<file path="src/dac_ctrl_pkg.sv">
// Functional notes
// - reset clears code, output held at zero
// - command bit 0 set means power setting
// - power setting applied after lsb acknowledge
// - mode bits decode into five power settings
// - reset leaves low power mode, bits 000
// - data updates keep low power/fast settling
// - data update leaves every powered down mode
// - command 0000 0001 stores setting in temp
// - code register preserved while powered down
// - high speed master code is not acknowledged
// - command 0001 0000 streams byte pairs, acked while the queue has room
`default_nettype none
package dac_ctrl_pkg;

  // ----------------------------------------------------------------
  // serial framing
  // ----------------------------------------------------------------
  localparam logic [3:0] BIT_LAST       = 4'h8;
  localparam logic [5:0] DEV_ADDR_HI    = 6'h26;   // 100 110, a0 pin below
  localparam logic [7:0] HS_MASTER_CODE = 8'h08;
  localparam logic [1:0] IDX_ADDR       = 2'h0;
  localparam logic [1:0] IDX_CMD        = 2'h1;
  localparam logic [1:0] IDX_MSB        = 2'h2;
  localparam logic [1:0] IDX_LSB        = 2'h3;

  // ----------------------------------------------------------------
  // command byte fields
  // ----------------------------------------------------------------
  localparam int         CMD_PWR_BIT    = 0;
  localparam int         CMD_LOAD_LSB   = 4;
  localparam logic [1:0] LOAD_STORE     = 2'h0;
  localparam logic [1:0] LOAD_FROM_TEMP = 2'h2;

  // ----------------------------------------------------------------
  // queued word and power modes
  // ----------------------------------------------------------------
  localparam int          WORD_W         = 17;
  localparam int          WORD_PWR_BIT   = 16;
  localparam int          MODE_WORD_LSB  = 13;
  localparam int          FIFO_DEPTH     = 16;
  localparam logic [15:0] DAC_RESET      = 16'h0000;
  localparam logic [2:0]  MODE_LOW_POWER = 3'h0;
  localparam logic [2:0]  MODE_FAST      = 3'h1;
  localparam logic [1:0]  PD_1K          = 2'h1;
  localparam logic [1:0]  PD_100K        = 2'h2;
  localparam logic [1:0]  PD_HI_Z        = 2'h3;

  typedef enum logic [3:0] {
    ST_IDLE = 4'h1,
    ST_RECV = 4'h2,
    ST_ACK  = 4'h4,
    ST_SKIP = 4'h8
  } slave_state_t;

  // upper two mode bits non-zero means a powered down setting
  function automatic logic is_powered_down(input logic [2:0] mode);
    is_powered_down = (mode[2:1] != 2'h0);
  endfunction

endpackage
`default_nettype wire

</file>
<file path="src/line_events_if.sv">
`timescale 1ns/1ps
`default_nettype none
interface line_events_if;
  logic scl_rise;
  logic scl_fall;
  logic start;
  logic stop;
  logic sda;
  modport src (output scl_rise, output scl_fall, output start, output stop, output sda);
  modport dst (input scl_rise, input scl_fall, input start, input stop, input sda);
endinterface
`default_nettype wire

</file>
<file path="src/line_events.sv">
`timescale 1ns/1ps
`default_nettype none
module line_events (
  input  wire logic      clk_in,
  input  wire logic      rst_b_in,
  input  wire logic      scl_in,
  input  wire logic      sda_in,
  line_events_if.src     ev
);

  logic scl_q;
  logic scl_d;
  logic sda_q;
  logic sda_d;

  // ----------------------------------------------------------------
  // previous line levels, idle high after reset
  // ----------------------------------------------------------------
  always_comb begin
    scl_d = scl_in;
    sda_d = sda_in;
  end

  always_ff @(posedge clk_in) begin
    if (!rst_b_in) begin
      scl_q <= 1'b1;
      sda_q <= 1'b1;
    end else begin
      scl_q <= scl_d;
      sda_q <= sda_d;
    end
  end

  // edges and bus conditions; data only moves while the clock is low
  assign ev.scl_rise = scl_in & ~scl_q;
  assign ev.scl_fall = ~scl_in & scl_q;
  assign ev.start    = scl_in & scl_q & sda_q & ~sda_in;
  assign ev.stop     = scl_in & scl_q & ~sda_q & sda_in;
  assign ev.sda      = sda_in;

endmodule
`default_nettype wire

</file>
<file path="src/sync_fifo.sv">
`timescale 1ns/1ps
`default_nettype none
module sync_fifo #(
  parameter int WIDTH = 17,
  parameter int DEPTH = 16
) (
  input  wire logic             clk_in,
  input  wire logic             rst_b_in,
  input  wire logic             in_valid_in,
  output logic                  in_ready_out,
  input  wire logic [WIDTH-1:0] in_data_in,
  output logic                  out_valid_out,
  input  wire logic             out_ready_in,
  output logic      [WIDTH-1:0] out_data_out
);

  localparam int AW = $clog2(DEPTH);

  logic [WIDTH-1:0] mem [DEPTH];
  logic [AW-1:0]    wr_q;
  logic [AW-1:0]    wr_d;
  logic [AW-1:0]    rd_q;
  logic [AW-1:0]    rd_d;
  logic [AW:0]      cnt_q;
  logic [AW:0]      cnt_d;
  logic             push;
  logic             pop;

  // ----------------------------------------------------------------
  // pointers and fill count
  // ----------------------------------------------------------------
  assign in_ready_out  = (cnt_q != DEPTH[AW:0]);
  assign out_valid_out = (cnt_q != '0);
  assign out_data_out  = mem[rd_q];
  assign push          = in_valid_in & in_ready_out;
  assign pop           = out_valid_out & out_ready_in;

  // wrap explicitly so a depth that is not a power of two still works
  always_comb begin
    wr_d  = wr_q;
    rd_d  = rd_q;
    cnt_d = cnt_q;
    if (push) begin
      wr_d = (wr_q == AW'(DEPTH - 1)) ? '0 : wr_q + AW'(1);
    end
    if (pop) begin
      rd_d = (rd_q == AW'(DEPTH - 1)) ? '0 : rd_q + AW'(1);
    end
    if (push && !pop) begin
      cnt_d = cnt_q + (AW+1)'(1);
    end else if (pop && !push) begin
      cnt_d = cnt_q - (AW+1)'(1);
    end
  end

  always_ff @(posedge clk_in) begin
    if (!rst_b_in) begin
      wr_q  <= '0;
      rd_q  <= '0;
      cnt_q <= '0;
    end else begin
      wr_q  <= wr_d;
      rd_q  <= rd_d;
      cnt_q <= cnt_d;
    end
  end

  // storage needs no reset; empty flag hides stale words
  always_ff @(posedge clk_in) begin
    if (push) begin
      mem[wr_q] <= in_data_in;
    end
  end

endmodule
`default_nettype wire

</file>
<file path="src/dac_ctrl.sv">
`timescale 1ns/1ps
`default_nettype none
module dac_ctrl
  import dac_ctrl_pkg::*;
(
  input  wire logic        clk_in,
  input  wire logic        rst_b_in,
  input  wire logic        scl_in,
  input  wire logic        sda_in,
  input  wire logic        a0_in,
  input  wire logic        conv_ready_in,
  output logic             sda_out,
  output logic             sda_oe_out,
  output logic      [15:0] dac_code_out,
  output logic             update_out,
  output logic      [2:0]  mode_out,
  output logic             powered_down_mode_out,
  output logic             fast_settle_out,
  output logic             term_1k_out,
  output logic             term_100k_out,
  output logic             hi_z_out,
  output logic             addressed_out
);

  // ----------------------------------------------------------------
  // declarations
  // ----------------------------------------------------------------
  line_events_if ev ();

  // serial byte sequencer
  slave_state_t      state_q;
  slave_state_t      state_d;
  logic [3:0]        cnt_q;
  logic [3:0]        cnt_d;
  logic [1:0]        idx_q;
  logic [1:0]        idx_d;
  logic [7:0]        shift_q;
  logic [7:0]        shift_d;
  logic [7:0]        cmd_q;
  logic [7:0]        cmd_d;
  logic [7:0]        msb_q;
  logic [7:0]        msb_d;
  logic              ack_q;
  logic              ack_d;
  logic              byte_ok;
  logic [1:0]        load_sel;
  logic [WORD_W-1:0] new_word;

  // store-only commands park a word here until an update command
  logic              temp_store;
  logic [WORD_W-1:0] temp_q;
  logic [WORD_W-1:0] temp_d;

  // queue handshake on both sides
  logic              push_valid;
  logic [WORD_W-1:0] push_word;
  logic              push_ready;
  logic              pop_valid;
  logic [WORD_W-1:0] pop_word;
  logic              drain;

  // converter-facing registers
  logic [15:0]       dac_q;
  logic [15:0]       dac_d;
  logic [2:0]        mode_q;
  logic [2:0]        mode_d;
  logic              upd_q;
  logic              upd_d;

  // ----------------------------------------------------------------
  // line conditions and queue toward the converter
  // ----------------------------------------------------------------
  // edges are found by comparing each sample with the previous one
  line_events u_events (
    .clk_in   (clk_in),
    .rst_b_in (rst_b_in),
    .scl_in   (scl_in),
    .sda_in   (sda_in),
    .ev       (ev.src)
  );

  // the queue lets the analog side hold off updates; when it is full the
  // lsb of a pair for an update command is refused, so the master sees the stall as a nack
  sync_fifo #(
    .WIDTH (WORD_W),
    .DEPTH (FIFO_DEPTH)
  ) u_fifo (
    .clk_in        (clk_in),
    .rst_b_in      (rst_b_in),
    .in_valid_in   (push_valid),
    .in_ready_out  (push_ready),
    .in_data_in    (push_word),
    .out_valid_out (pop_valid),
    .out_ready_in  (conv_ready_in),
    .out_data_out  (pop_word)
  );

  // ----------------------------------------------------------------
  // byte acceptance
  // ----------------------------------------------------------------
  // command bits 5:4 pick store, update from temp, or write and update
  assign load_sel = cmd_q[CMD_LOAD_LSB +: 2];
  assign new_word = {cmd_q[CMD_PWR_BIT], msb_q, shift_q};

  // decide ack for the byte just shifted in
  always_comb begin
    byte_ok = 1'b0;
    unique case (idx_q)
      IDX_ADDR: begin
        // master code never matches, so it falls through unacknowledged
        byte_ok = (shift_q != HS_MASTER_CODE)
                  && (shift_q[7:1] == {DEV_ADDR_HI, a0_in})
                  && !shift_q[0];
      end
      IDX_CMD, IDX_MSB: begin
        // the msb needs no room yet; a pair is queued only at its lsb
        byte_ok = 1'b1;
      end
      IDX_LSB: begin
        // store-only commands bypass the queue and never stall
        byte_ok = (load_sel == LOAD_STORE) || push_ready;
      end
    endcase
  end

  // ----------------------------------------------------------------
  // slave sequencer
  // ----------------------------------------------------------------
  always_comb begin
    state_d    = state_q;
    cnt_d      = cnt_q;
    idx_d      = idx_q;
    shift_d    = shift_q;
    cmd_d      = cmd_q;
    msb_d      = msb_q;
    ack_d      = ack_q;
    push_valid = 1'b0;
    push_word  = new_word;
    temp_store = 1'b0;
    // stop and start win over whatever the sequencer was doing
    if (ev.stop) begin
      state_d = ST_IDLE;
      ack_d   = 1'b0;
    end else if (ev.start) begin
      // a repeated start after the master code lands here too
      state_d = ST_RECV;
      cnt_d   = 4'h0;
      idx_d   = IDX_ADDR;
      ack_d   = 1'b0;
    end else begin
      unique case (state_q)
        ST_IDLE, ST_SKIP: begin
          // wait for the next start or stop; nothing on the line is shifted
          state_d = state_q;
        end
        ST_RECV: begin
          // eight rising edges fill the shift register; the ninth clock is the ack
          if (ev.scl_rise && cnt_q != BIT_LAST) begin
            shift_d = {shift_q[6:0], ev.sda};
            cnt_d   = cnt_q + 4'h1;
          end else if (ev.scl_fall && cnt_q == BIT_LAST) begin
            if (byte_ok) begin
              ack_d   = 1'b1;
              state_d = ST_ACK;
            end else begin
              state_d = ST_SKIP;
            end
          end
        end
        ST_ACK: begin
          // falling edge closing the acknowledge clock
          if (ev.scl_fall) begin
            ack_d   = 1'b0;
            cnt_d   = 4'h0;
            state_d = ST_RECV;
            unique case (idx_q)
              IDX_ADDR: begin
                // address accepted; the command byte comes next
                idx_d = IDX_CMD;
              end
              IDX_CMD: begin
                // the command stays for the whole frame so streamed pairs repeat it
                cmd_d = shift_q;
                idx_d = IDX_MSB;
              end
              IDX_MSB: begin
                msb_d = shift_q;
                idx_d = IDX_LSB;
              end
              IDX_LSB: begin
                idx_d = IDX_MSB;
                if (load_sel == LOAD_STORE) begin
                  temp_store = 1'b1;
                end else if (load_sel == LOAD_FROM_TEMP) begin
                  push_valid = 1'b1;
                  push_word  = temp_q;
                end else begin
                  push_valid = 1'b1;
                end
              end
            endcase
          end
        end
      endcase
    end
  end

  // sequencer registers; reset leaves the slave idle and the line released
  always_ff @(posedge clk_in) begin
    if (!rst_b_in) begin
      state_q <= ST_IDLE;
      cnt_q   <= 4'h0;
      idx_q   <= IDX_ADDR;
      shift_q <= 8'h00;
      cmd_q   <= 8'h00;
      msb_q   <= 8'h00;
      ack_q   <= 1'b0;
    end else begin
      state_q <= state_d;
      cnt_q   <= cnt_d;
      idx_q   <= idx_d;
      shift_q <= shift_d;
      cmd_q   <= cmd_d;
      msb_q   <= msb_d;
      ack_q   <= ack_d;
    end
  end

  // ----------------------------------------------------------------
  // temporary holding register
  // ----------------------------------------------------------------
  // holds either a code or a power setting until a later update command
  always_comb begin
    temp_d = temp_store ? new_word : temp_q;
  end

  // reset value mirrors the converter register: zero code, no power flag
  always_ff @(posedge clk_in) begin
    if (!rst_b_in) begin
      temp_q <= {1'b0, DAC_RESET};
    end else begin
      temp_q <= temp_d;
    end
  end

  // ----------------------------------------------------------------
  // converter register and power setting
  // ----------------------------------------------------------------
  // the converter side takes one word per cycle while ready is high
  assign drain = pop_valid & conv_ready_in;

  // a queued word either carries a code or a power setting, never both
  always_comb begin
    dac_d  = dac_q;
    mode_d = mode_q;
    upd_d  = 1'b0;
    if (drain) begin
      if (pop_word[WORD_PWR_BIT]) begin
        // only the top three bits count; the low bits are don't care
        mode_d = pop_word[MODE_WORD_LSB +: 3];
      end else begin
        dac_d = pop_word[15:0];
        upd_d = 1'b1;
        if (is_powered_down(mode_q)) begin
          mode_d = MODE_LOW_POWER;
        end
        // low power and fast settling ride through data updates
      end
    end
  end

  // code is never touched by a power setting, so it survives power-down
  always_ff @(posedge clk_in) begin
    if (!rst_b_in) begin
      dac_q  <= DAC_RESET;
      mode_q <= MODE_LOW_POWER;
      upd_q  <= 1'b0;
    end else begin
      dac_q  <= dac_d;
      mode_q <= mode_d;
      upd_q  <= upd_d;
    end
  end

  // ----------------------------------------------------------------
  // outputs
  // ----------------------------------------------------------------
  // open drain: only ever pull low, during an acknowledge
  assign sda_out               = 1'b0;
  assign sda_oe_out            = ack_q;
  assign dac_code_out          = dac_q;
  assign update_out            = upd_q;
  assign mode_out              = mode_q;
  // decoded pins follow the registered mode, so a drain never glitches them
  assign powered_down_mode_out = is_powered_down(mode_q);
  assign fast_settle_out       = (mode_q == MODE_FAST);
  assign term_1k_out           = (mode_q[2:1] == PD_1K);
  assign term_100k_out         = (mode_q[2:1] == PD_100K);
  assign hi_z_out              = (mode_q[2:1] == PD_HI_Z);
  // high from the address acknowledge until a stop, start or refused byte
  assign addressed_out         = (state_q == ST_ACK) || (state_q == ST_RECV && idx_q != IDX_ADDR);

endmodule
`default_nettype wire

</file>
<file path="config.mk">
export PLATFORM = sky130hd
export DESIGN_NAME = dac_ctrl
export DESIGN_NICKNAME = d
export VERILOG_FILES = /design/src/dac_ctrl_pkg.sv /design/src/line_events_if.sv /design/src/line_events.sv /design/src/sync_fifo.sv /design/src/dac_ctrl.sv
export SDC_FILE = /design/constraint.sdc
export NUM_CORES = 1
export LEC_CHECK = 0
export BUFFER_PORTS_ARGS = -buffer_cell sky130_fd_sc_hd__buf_2
export CORE_UTILIZATION = 65
export CTS_CLUSTER_SIZE = 16
export DETAILED_ROUTE_END_ITERATION = 8
export GPL_TIMING_DRIVEN = 0
export PLACE_DENSITY = 0.82
export SLEW_MARGIN = 15
export SYNTH_ARGS = -nofsm -noshare
export SYNTH_HDL_FRONTEND = slang
export SYNTH_SLANG_ARGS = --single-unit
</file>
<file path="constraint.sdc">
create_clock -name clk_in -period 6.8 [get_ports clk_in]
set_input_delay 1.02 -clock clk_in [delete_from_list [all_inputs] [get_ports clk_in]]
set_output_delay 1.02 -clock clk_in [all_outputs]
set_load 0.03 [all_outputs]
</file>
==> flow_summary.ini, run 1 <==
[global_route]
grt_overflow_total = 0
antenna_found_initial = 0
groute.usage.overall_pct = 31.37
grt_pass1_vias = 8148
grt_max_degree = 18
grt_pass1_wl_microns = 49650

[finish]
fin_area_sq_mm = 0.01610
diodes = 0
layout_common_cells = 272 x edfxtp_1, 86 x dfxtp_1, 82 x mux4_2, 64 x nand2_1, 50 x a21oi_1
instances_no_fill = 1230
final_util_pct = 75.86
fillCellCount = 1194
regArea_sq_mm = 0.009889
layout-drive-gt1-share_pct = 23.87
areaGrowthSynthToFinish_pct = 13.47
mostFrequentLayoutCell = edfxtp_1
final_nets = 952
multi_input_comb_area_sq_mm = 0.004089

[place]
io_buffers = 32
dp_hpwl_microns = 19970
dp_slack_ns = 2.907
place_inst = 1167
gp_congestion = 0.8090
dpl_cell_area_sq_mm = 0.01492

[synth]
syn_avg_cell_area_sq_um = 16.75
synth_edf_count = 272
synthAdderAreaFrac_pct = 1.464
synthFlopType = edfxtp_1
synth.distinct_cells = 56
synthXorXnorAreaFrac_pct = 0.6173
yosys_warnings = 0
synth_top_family_by_area = multiplexers
synth-seq-cells = 358
synth_cells = 847
synthesis.nets = 869
async_flop_share_pct = 0
synth_compound_area_share_pct = 4.551
synthSimpleGateAreaFrac_pct = 6.059
synthMuxAreaShare_pct = 15.50
syn-cell-area_sq_mm = 0.01419
yosysSeqAreaShare_pct = 69.71

[timing]
period_minus_slack_ns = 3.493
rsz0062_at_grt = false
relSlewSlack_pct = 26.60
setup_viol = 0
hold_violations = 0
finalMaxSlewViolations = 0
fin_crit_sh_pct = 51.36
fin_setup_tns_ns = 0
worst_slew_pin_slew_ns = 1.101
max_freq_mhz = 286.3
finClkSkew_ns = 0.01437
setup_slack_ns = 3.307

[min_path]
hold_path.class = flip-flop to flip-flop
min_path_cells = 2
whs_endpoint = temp_q[13]
min_from = temp_q[13]

[detailed_routing]
vias = 8147
routed_wl_microns = 33510
via_per_inst = 6.624
top_layer_used = met4
met3_wirelength_microns = 3198
met1Wirelength_microns = 12000
drtPass1Iterations = 5
route.detailed.drc = 0
antenna_left = 0
post_drt_wl_per_cell_microns = 27.24
wl_met2_microns = 17240
drtIter0Drc = 716

[floorplanning]
io_pins = 34
fp.dieW_microns = 149.7
rows = 53
die_h_microns = 149.7
core_sq_mm = 0.02122
start_util_pct = 66.86
dieArea_sq_mm = 0.02242

[clock_tree]
cts_resized = 0
htreeDepth = 2
clock-root-buffer = clkbuf_16
clock_latency_ns = 0.51
cts-buffers-inserted = 36
cts_buffer_depth = 3
clk_pin_slew_ns = 0.06
cts_hold_buf = 0
cts_tree = yes
post_cts_buffers = 0
clock-sinks = 358

[worst_setup_path]
required_ns = 7.24
critPathLaunch = state_q[3]
worstSetupStartpointType = flip-flop
crit_arrival_ns = 3.93
crit_type = flip-flop to flip-flop
r2r_cells = 12
reg2reg_slack_ns = 3.31
cp_max_fo = 7
r2r-end = u_fifo.cnt_q[4]
timing.rr.start = state_q[3]
end_kind = flip-flop

[run]
maxCapViolations = 0

[pwr]
peakVddDrop_uv = 218.7
leakagePower_nw = 5.201
p_per_area_mw_per_mm2 = 270.5

[outcome]
status = finished clean
-- cell type report --
class,count,area share (%)
multi-input combinational,422,25.40
inverter,27,0.6296
timing repair buffer,45,1.904
sequential,358,61.43
clock buffer,52,6.164
clock inverter,11,1.127
buffer,40,1.205
tap,275,2.137
-- power breakdown --
part	switching [mW]	internal, mW	leakage [nW]
sequential	0.00351	2.32	3.02
combinational	0.0200	0.0105	1.61
clock	0.793	1.20	0.570
total	0.817	3.54	5.20
-- metal layers --
| metal | GRT usage, % | up-vias |
|---|---|---|
| met5 | 0 | - |
| met4 | 11.01 | 0 |
| met3 | 6.098 | 86 |
| met2 | 54.40 | 512 |
| met1 | 39.61 | 4118 |
| li1 | - | 3431 |
-- worst max-delay path by stage --
stage,to,cells after the start
after floorplan,u_fifo.mem[0][0],6
after detailed placement,u_fifo.cnt_q[4],13
after CTS,u_fifo.cnt_q[4],12
final,u_fifo.cnt_q[4],12
after global routing,u_fifo.cnt_q[4],12
after global placement,u_fifo.mem[2][5],7
-- synthesized netlist by cell type (7+ instances only) --
| library cell | number | area share (%) |
|---|---|---|
| edfxtp_1 | 272 | 58 |
| dfxtp_1 | 86 | 12 |
| mux4_2 | 82 | 13 |
| nand2_1 | 64 | 1.7 |
| a21oi_1 | 50 | 1.8 |
| nor2_1 | 50 | 1.3 |
| nand3_1 | 25 | 0.88 |
| inv_1 | 24 | 0.64 |
| clkbuf_1 | 18 | 0.48 |
| mux2_1 | 17 | 1.3 |
| ha_1 | 15 | 1.3 |
| mux2i_1 | 15 | 1.1 |
| buf_2 | 13 | 0.46 |
| nand2b_1 | 9 | 0.40 |
| o21ai_0 | 9 | 0.32 |
| o2bb2ai_2 | 9 | 0.95 |
| nor3_1 | 7 | 0.25 |
| xnor2_1 | 7 | 0.43 |
-- flip-flops by register name, summed over array words and instances (netlist names), 5 cells and up, named ones only --
register	cells
temp_q	17
dac_code_out	16
u_fifo.mem	272
shift_q	8
msb_q	8
u_fifo.cnt_q	5
-- worst max-delay path: stages (launching register included) --
cell and delay (ns):
dfxtp_1 0.36, or4b_1 0.63, nor3_2 0.33, and2_1 0.17, clkbuf_1 0.27, ha_1 0.25, inv_1 0.10, fa_1 0.41
a21o_1 0.17, a21oi_1 0.19, xnor2_1 0.09, or3_1 0.30, a21oi_1 0.15
-- stage by stage --
stage               power (mW)  hold slack, ns
CTS                      4.363          0.4518
global route             4.443          0.4669
finish                   4.354          0.4518
floorplan                2.393          0.4277
global placement         2.402          0.4332
detailed placement       2.403          0.4448
-- cells by family (layout without fill, tap and decap cells) --
kind of cell    count (synthesis)  in the layout
mux                           115            115
fa+ha+maj                      16             16
xor+xnor                       10             10
buf+inv                        67            175
other cells                     1              1
simple gates                  183            183
compound gates                 97             97
flops                         358            358
(Power assumes the default switching activity.)
==> inputs of run 2 (changes only) <==
--- a/config.mk
+++ b/config.mk
@@ -6,11 +6,11 @@
 export NUM_CORES = 1
 export LEC_CHECK = 0
 export BUFFER_PORTS_ARGS = -buffer_cell sky130_fd_sc_hd__buf_2
-export CORE_UTILIZATION = 65
+export CORE_UTILIZATION = 56
 export CTS_CLUSTER_SIZE = 16
 export DETAILED_ROUTE_END_ITERATION = 8
 export GPL_TIMING_DRIVEN = 0
-export PLACE_DENSITY = 0.82
+export PLACE_DENSITY = 0.75
 export SLEW_MARGIN = 15
 export SYNTH_ARGS = -nofsm -noshare
 export SYNTH_HDL_FRONTEND = slang
==> constraint.sdc (replaced) <==
create_clock -name clk_in -period 2.91 [get_ports clk_in]
set_input_delay 0.4365 -clock clk_in [delete_from_list [all_inputs] [get_ports clk_in]]
set_output_delay 0.4365 -clock clk_in [all_outputs]
set_load 0.03 [all_outputs]
==> flow_summary.ini, run 2 (synthesized netlist as in run 1, its figures left out) <==
[outcome]
status = complete, but fails checks
violations = negative setup slack

[timing]
finalMaxSlewViolations = 0
hold_violations = 0
rsz0062_at_grt = true
period_minus_slack_ns = 2.915
relSlewSlack_pct = 27.68
finClkSkew_ns = 0.02801
worst_slew_pin_slew_ns = 1.085
max_freq_mhz = 343.0
fin_crit_sh_pct = 100.2
setup_slack_ns = -0.005369
finalHoldWorstSlack_ns = 0.1561
setup_viol = 1

[min_path]
whs_endpoint = u_events.scl_q
min_from = scl_in
min_path_cells = 2
hold_path.class = input port to flip-flop

[detailed_routing]
route.detailed.drc = 0
routed_wl_microns = 31350
via_per_inst = 6.081
antenna_left = 0
drtPass1Iterations = 5
post_drt_wl_per_cell_microns = 24.31
drtIter0Drc = 770
vias = 7845

[place]
io_buffers = 32
place_inst = 1219
gp_congestion = 0.7863
dpl_cell_area_sq_mm = 0.01508
dp_hpwl_microns = 20280

[floorplanning]
rows = 57
die_h_microns = 161.2
core_sq_mm = 0.02460
fp.dieW_microns = 161.2
start_util_pct = 57.66
dieArea_sq_mm = 0.02598
io_pins = 34

[clock_tree]
clock_latency_ns = 0.53
htreeDepth = 2
cts_buffer_depth = 3
clock-sinks = 358
cts_tree = yes
clk_pin_slew_ns = 0.06
clock-root-buffer = clkbuf_16
cts-buffers-inserted = 37

[global_route]
grt_max_degree = 17
grt_pass1_vias = 8001
grt_pass1_wl_microns = 47890
groute.usage.overall_pct = 25.19
antenna_found_initial = 0
grt_overflow_total = 0

[finish]
instances_no_fill = 1290
largest_reg_flops = 272
final_util_pct = 66.46
mostFrequentLayoutCell = edfxtp_1
fin_area_sq_mm = 0.01635
final_nets = 959
diodes = 0
areaGrowthSynthToFinish_pct = 15.26
layout_common_cells = 272 x edfxtp_1, 82 x mux4_2, 81 x dfxtp_1, 64 x nand2_1, 48 x a21oi_1
largest-register = u_fifo.mem
layout-drive-gt1-share_pct = 27.33

[run]
maxCapViolations = 0

[worst_setup_path]
reg2reg_slack_ns = -0.005
worstSetupStartpointType = flip-flop
critPathLaunch = u_fifo.cnt_q[0]
crit_arrival_ns = 3.38
cp_max_fo = 6
required_ns = 3.38
crit_type = flip-flop to flip-flop
r2r-end = u_fifo.cnt_q[4]
timing.rr.start = u_fifo.cnt_q[0]
r2r_cells = 12
end_kind = flip-flop

[pwr]
p_per_area_mw_per_mm2 = 622.0
peakVddDrop_uv = 449.3
leakagePower_nw = 5.341
[run 2: cell count changes in the layout (fill, tap and decap cells not counted), sizes merged]
cell | before | now
buf | 66 | 73
clkinv | 5 | 11
bufinv | 5 | 2
clkbuf | 71 | 70
clkinvlp | 0 | 1
inv | 28 | 29
[run 2: repair_timing]
item                                    4_1_cts  5_1_grt
gates cloned                                  0        0
endpoints found under the setup margin        6      166
hold buffers                                  0        0
pin swaps                                     3        0
setup buffers                                 3        0
resized for setup                            13       15
[run 2: power breakdown]
| group | total, mW | internal (mW) | switching, mW |
|---|---|---|---|
| Combinational | 0.0721 | 0.0246 | 0.0475 |
| Clock | 4.66 | 2.75 | 1.92 |
| Sequential | 5.44 | 5.43 | 0.00877 |
[run 2: critical path: stages, from the launching register on]
cell and delay [ns]:
dfxtp_2 0.35, or4_4 0.55, o21a_1 0.21, and2_1 0.14, clkbuf_4 0.17, ha_4 0.17, inv_2 0.09, ha_1 0.27
a21o_1 0.20, a21oi_2 0.14, xnor2_1 0.09, or3_1 0.33, a21oi_2 0.14
[run 2: routing by layer]
| metal | vias up | GRT usage, % | wire length [microns] | share of wire, % |
|---|---|---|---|---|
| li1 | 3462 | - | - | - |
| met1 | 4009 | 33.53 | 12610 | 40 |
| met2 | 315 | 42.81 | 15990 | 51 |
| met3 | 59 | 3.980 | 2095 | 6.7 |
| met4 | 0 | 8.190 | 660 | 2.1 |
| met5 | - | 0 | 0 | 0 |
[run 2: stage by stage]
stage,total power [mW],setup slack [ns],setup TNS [ns]
detailed placement,5.616,-0.2302,-0.2302
global placement,5.615,-0.6603,-150.10
CTS,10.21,0.001131,0
finish,10.17,-0.005369,-0.005369
floorplan,5.591,0.008316,0
global route,10.42,-0.1040,-0.1040
[run 2: final cells by class]
type                            instances  area (sq um)
Sequential cell                       358          9896
Fill cell                            1658          8253
Multi-Input combinational cell        422          4125
Clock buffer                           52          1066
Timing Repair Buffer                   51         419.2
Tap cell                              324         405.4
Buffer                                 40         198.9
Clock inverter                         16         137.6
Inverter                               27         103.9
[run 2: worst max path at each step]
stage,to,slack [ns],cells after the start
2_1_floorplan,u_fifo.cnt_q[4],0.008,12
3_3_place_gp,u_fifo.mem[12][5],-0.66,7
3_5_place_dp,u_fifo.cnt_q[4],-0.23,13
4_1_cts,dac_code_out[12],0.001,7
5_1_grt,u_fifo.cnt_q[4],-0.10,12
6_report,u_fifo.cnt_q[4],-0.005,12
==> inputs of run 3 (changes only) <==
--- a/config.mk
+++ b/config.mk
@@ -11,6 +11,7 @@
 export DETAILED_ROUTE_END_ITERATION = 8
 export GPL_TIMING_DRIVEN = 0
 export PLACE_DENSITY = 0.75
+export SKIP_LAST_GASP = 1
 export SLEW_MARGIN = 15
 export SYNTH_ARGS = -nofsm -noshare
 export SYNTH_HDL_FRONTEND = slang
==> flow_summary.ini, run 3 (synthesized netlist as in run 1, its figures left out) <==
[outcome]
status = complete, but fails checks
violations = negative setup slack

[clock_tree]
cts_tree = yes
htreeDepth = 2
clock-root-buffer = clkbuf_16
clock_latency_ns = 0.53
cts-buffers-inserted = 37
cts_buffer_depth = 3
clock-sinks = 358
clk_pin_slew_ns = 0.06

[finish]
final_nets = 959
multi_input_comb_area_sq_mm = 0.004121
mostFrequentLayoutCell = edfxtp_1
fin_area_sq_mm = 0.01634
layout-drive-gt1-share_pct = 26.71
fillCellCount = 1658
areaGrowthSynthToFinish_pct = 15.18
largest_reg_flops = 272
regArea_sq_mm = 0.009891
final_util_pct = 66.41
diodes = 0
instances_no_fill = 1290
layout_common_cells = 272 x edfxtp_1, 85 x dfxtp_1, 82 x mux4_2, 64 x nand2_1, 49 x a21oi_1
largest-register = u_fifo.mem

[timing]
finClkSkew_ns = 0.02470
relSlewSlack_pct = 27.63
period_minus_slack_ns = 2.914
setup_viol = 1
max_freq_mhz = 343.2
finalMaxSlewViolations = 0
hold_violations = 0
worst_slew_pin_slew_ns = 1.086
setup_slack_ns = -0.003523
fin_crit_sh_pct = 100.1
fin_setup_tns_ns = -0.003523
rsz0062_at_grt = true

[pwr]
p_seq_share_pct = 53.4
p_total_mw = 10.18
peakVddDrop_uv = 449.4
clockPowerShare_pct = 45.9
p_per_area_mw_per_mm2 = 622.7
swShare_pct = 19.43
p_int_mw = 8.199
leakagePower_nw = 5.341
p_sw_mw = 1.977
combPwrFrac_pct = 0.7

[floorplanning]
io_pins = 34
start_util_pct = 57.66
die_h_microns = 161.2
fp.dieW_microns = 161.2
dieArea_sq_mm = 0.02598
rows = 57
core_sq_mm = 0.02460

[worst_setup_path]
crit_chain = or4_4 -> o21a_1 -> and2_1 -> buf_2 -> ha_4 -> inv_2 -> ha_1 -> a21o_1 -> a21oi_2 -> xnor2_1 -> or3_1 -> a21oi_1
crit_end = u_fifo.cnt_q[4]
critPathLaunch = u_fifo.cnt_q[0]
worstSetupStartpointType = flip-flop
crit_arrival_ns = 3.37
reg2reg_slack_ns = -0.004
cp_max_fo = 6
r2r-end = u_fifo.cnt_q[4]
r2r_cells = 12
slowest_delay_ns = 0.57
end_kind = flip-flop
slowest_stage = or4_4
required_ns = 3.37
timing.rr.start = u_fifo.cnt_q[0]
crit_type = flip-flop to flip-flop

[place]
place_inst = 1219
dpl_cell_area_sq_mm = 0.01508
gp_congestion = 0.7863
io_buffers = 32
dp_hpwl_microns = 20280

[global_route]
groute.usage.overall_pct = 25.17
grt_pass1_wl_microns = 47790
antenna_found_initial = 0
grt_overflow_total = 0
grt_pass1_vias = 7988
grt_max_degree = 17

[detailed_routing]
routed_wl_microns = 31300
via_per_inst = 6.075
route.detailed.drc = 0
drtIter0Drc = 682
post_drt_wl_per_cell_microns = 24.27
vias = 7837
antenna_left = 0
drtPass1Iterations = 5

[run]
maxCapViolations = 0

[min_path]
hold_path.class = input port to flip-flop
min_from = scl_in
## run 3: repair_timing
| action | CTS | global route |
|---|---|---|
| hold buffers | 0 | 0 |
| endpoints found under the setup margin | 6 | 166 |
| setup buffers | 3 | 0 |
| endpoints found under the hold margin | 0 | 0 |
| gates resized for setup | 7 | 15 |
| pin swaps | 3 | 0 |
## run 3: worst max-delay path: cells and delay by family (launching register included)
kind,cells,cell delay [ns]
flip-flops,1,0.36
buffers and inverters,2,0.25
AND/OR/NAND/NOR,3,1.00
AO/OA/AOI/OAI,4,0.71
adder cells (fa/ha/maj),2,0.44
XOR/XNOR,1,0.08
## run 3: power groups by stage
stage | Combinational, mW | Sequential [mW] | Clock [mW]
floorplan | 0.0498 | 5.54 | 0
global placement | 0.0708 | 5.54 | 0
detailed placement | 0.0718 | 5.54 | 0
CTS | 0.0719 | 5.43 | 4.70
global route | 0.0800 | 5.43 | 4.90
finish | 0.0720 | 5.43 | 4.67
## run 3: metal layers
metal  part of all wire [%]  global-route usage (%)  vias up
li1                       -                       -     3464
met1                     40                   33.42     4024
met2                     51                   42.77      296
met3                    6.8                   4.058       53
met4                    2.0                   8.233        0
met5                      0                       0        -
## run 3: layout make-up
type	instances	share of cell area, %
timing repair buffer	51	2.565
buffer	40	1.202
tap	324	2.481
inverter	27	0.6355
clock inverter	16	0.8423
sequential	358	60.53
multi-input combinational	422	25.22
clock buffer	52	6.524
## run 3: per-stage QoR
stage / hold slack [ns] / worst slack, ns
2_1_floorplan: 0.4277 / 0.008316
3_3_place_gp: 0.4328 / -0.6603
3_5_place_dp: 0.4392 / -0.2302
4_1_cts: 0.1497 / -0.05797
5_1_grt: 0.1533 / -0.1485
6_report: 0.1597 / -0.003523
## run 3: how the worst min path moves through the flow
| stage | endpoint | slack, ns | depth (start not counted) |
|---|---|---|---|
| 2_1_floorplan | temp_q[10] | 0.43 | 2 |
| 3_3_place_gp | temp_q[15] | 0.43 | 2 |
| 3_5_place_dp | temp_q[5] | 0.44 | 2 |
| 4_1_cts | u_events.scl_q | 0.15 | 2 |
| 5_1_grt | u_events.scl_q | 0.15 | 2 |
| 6_report | u_events.scl_q | 0.16 | 2 |
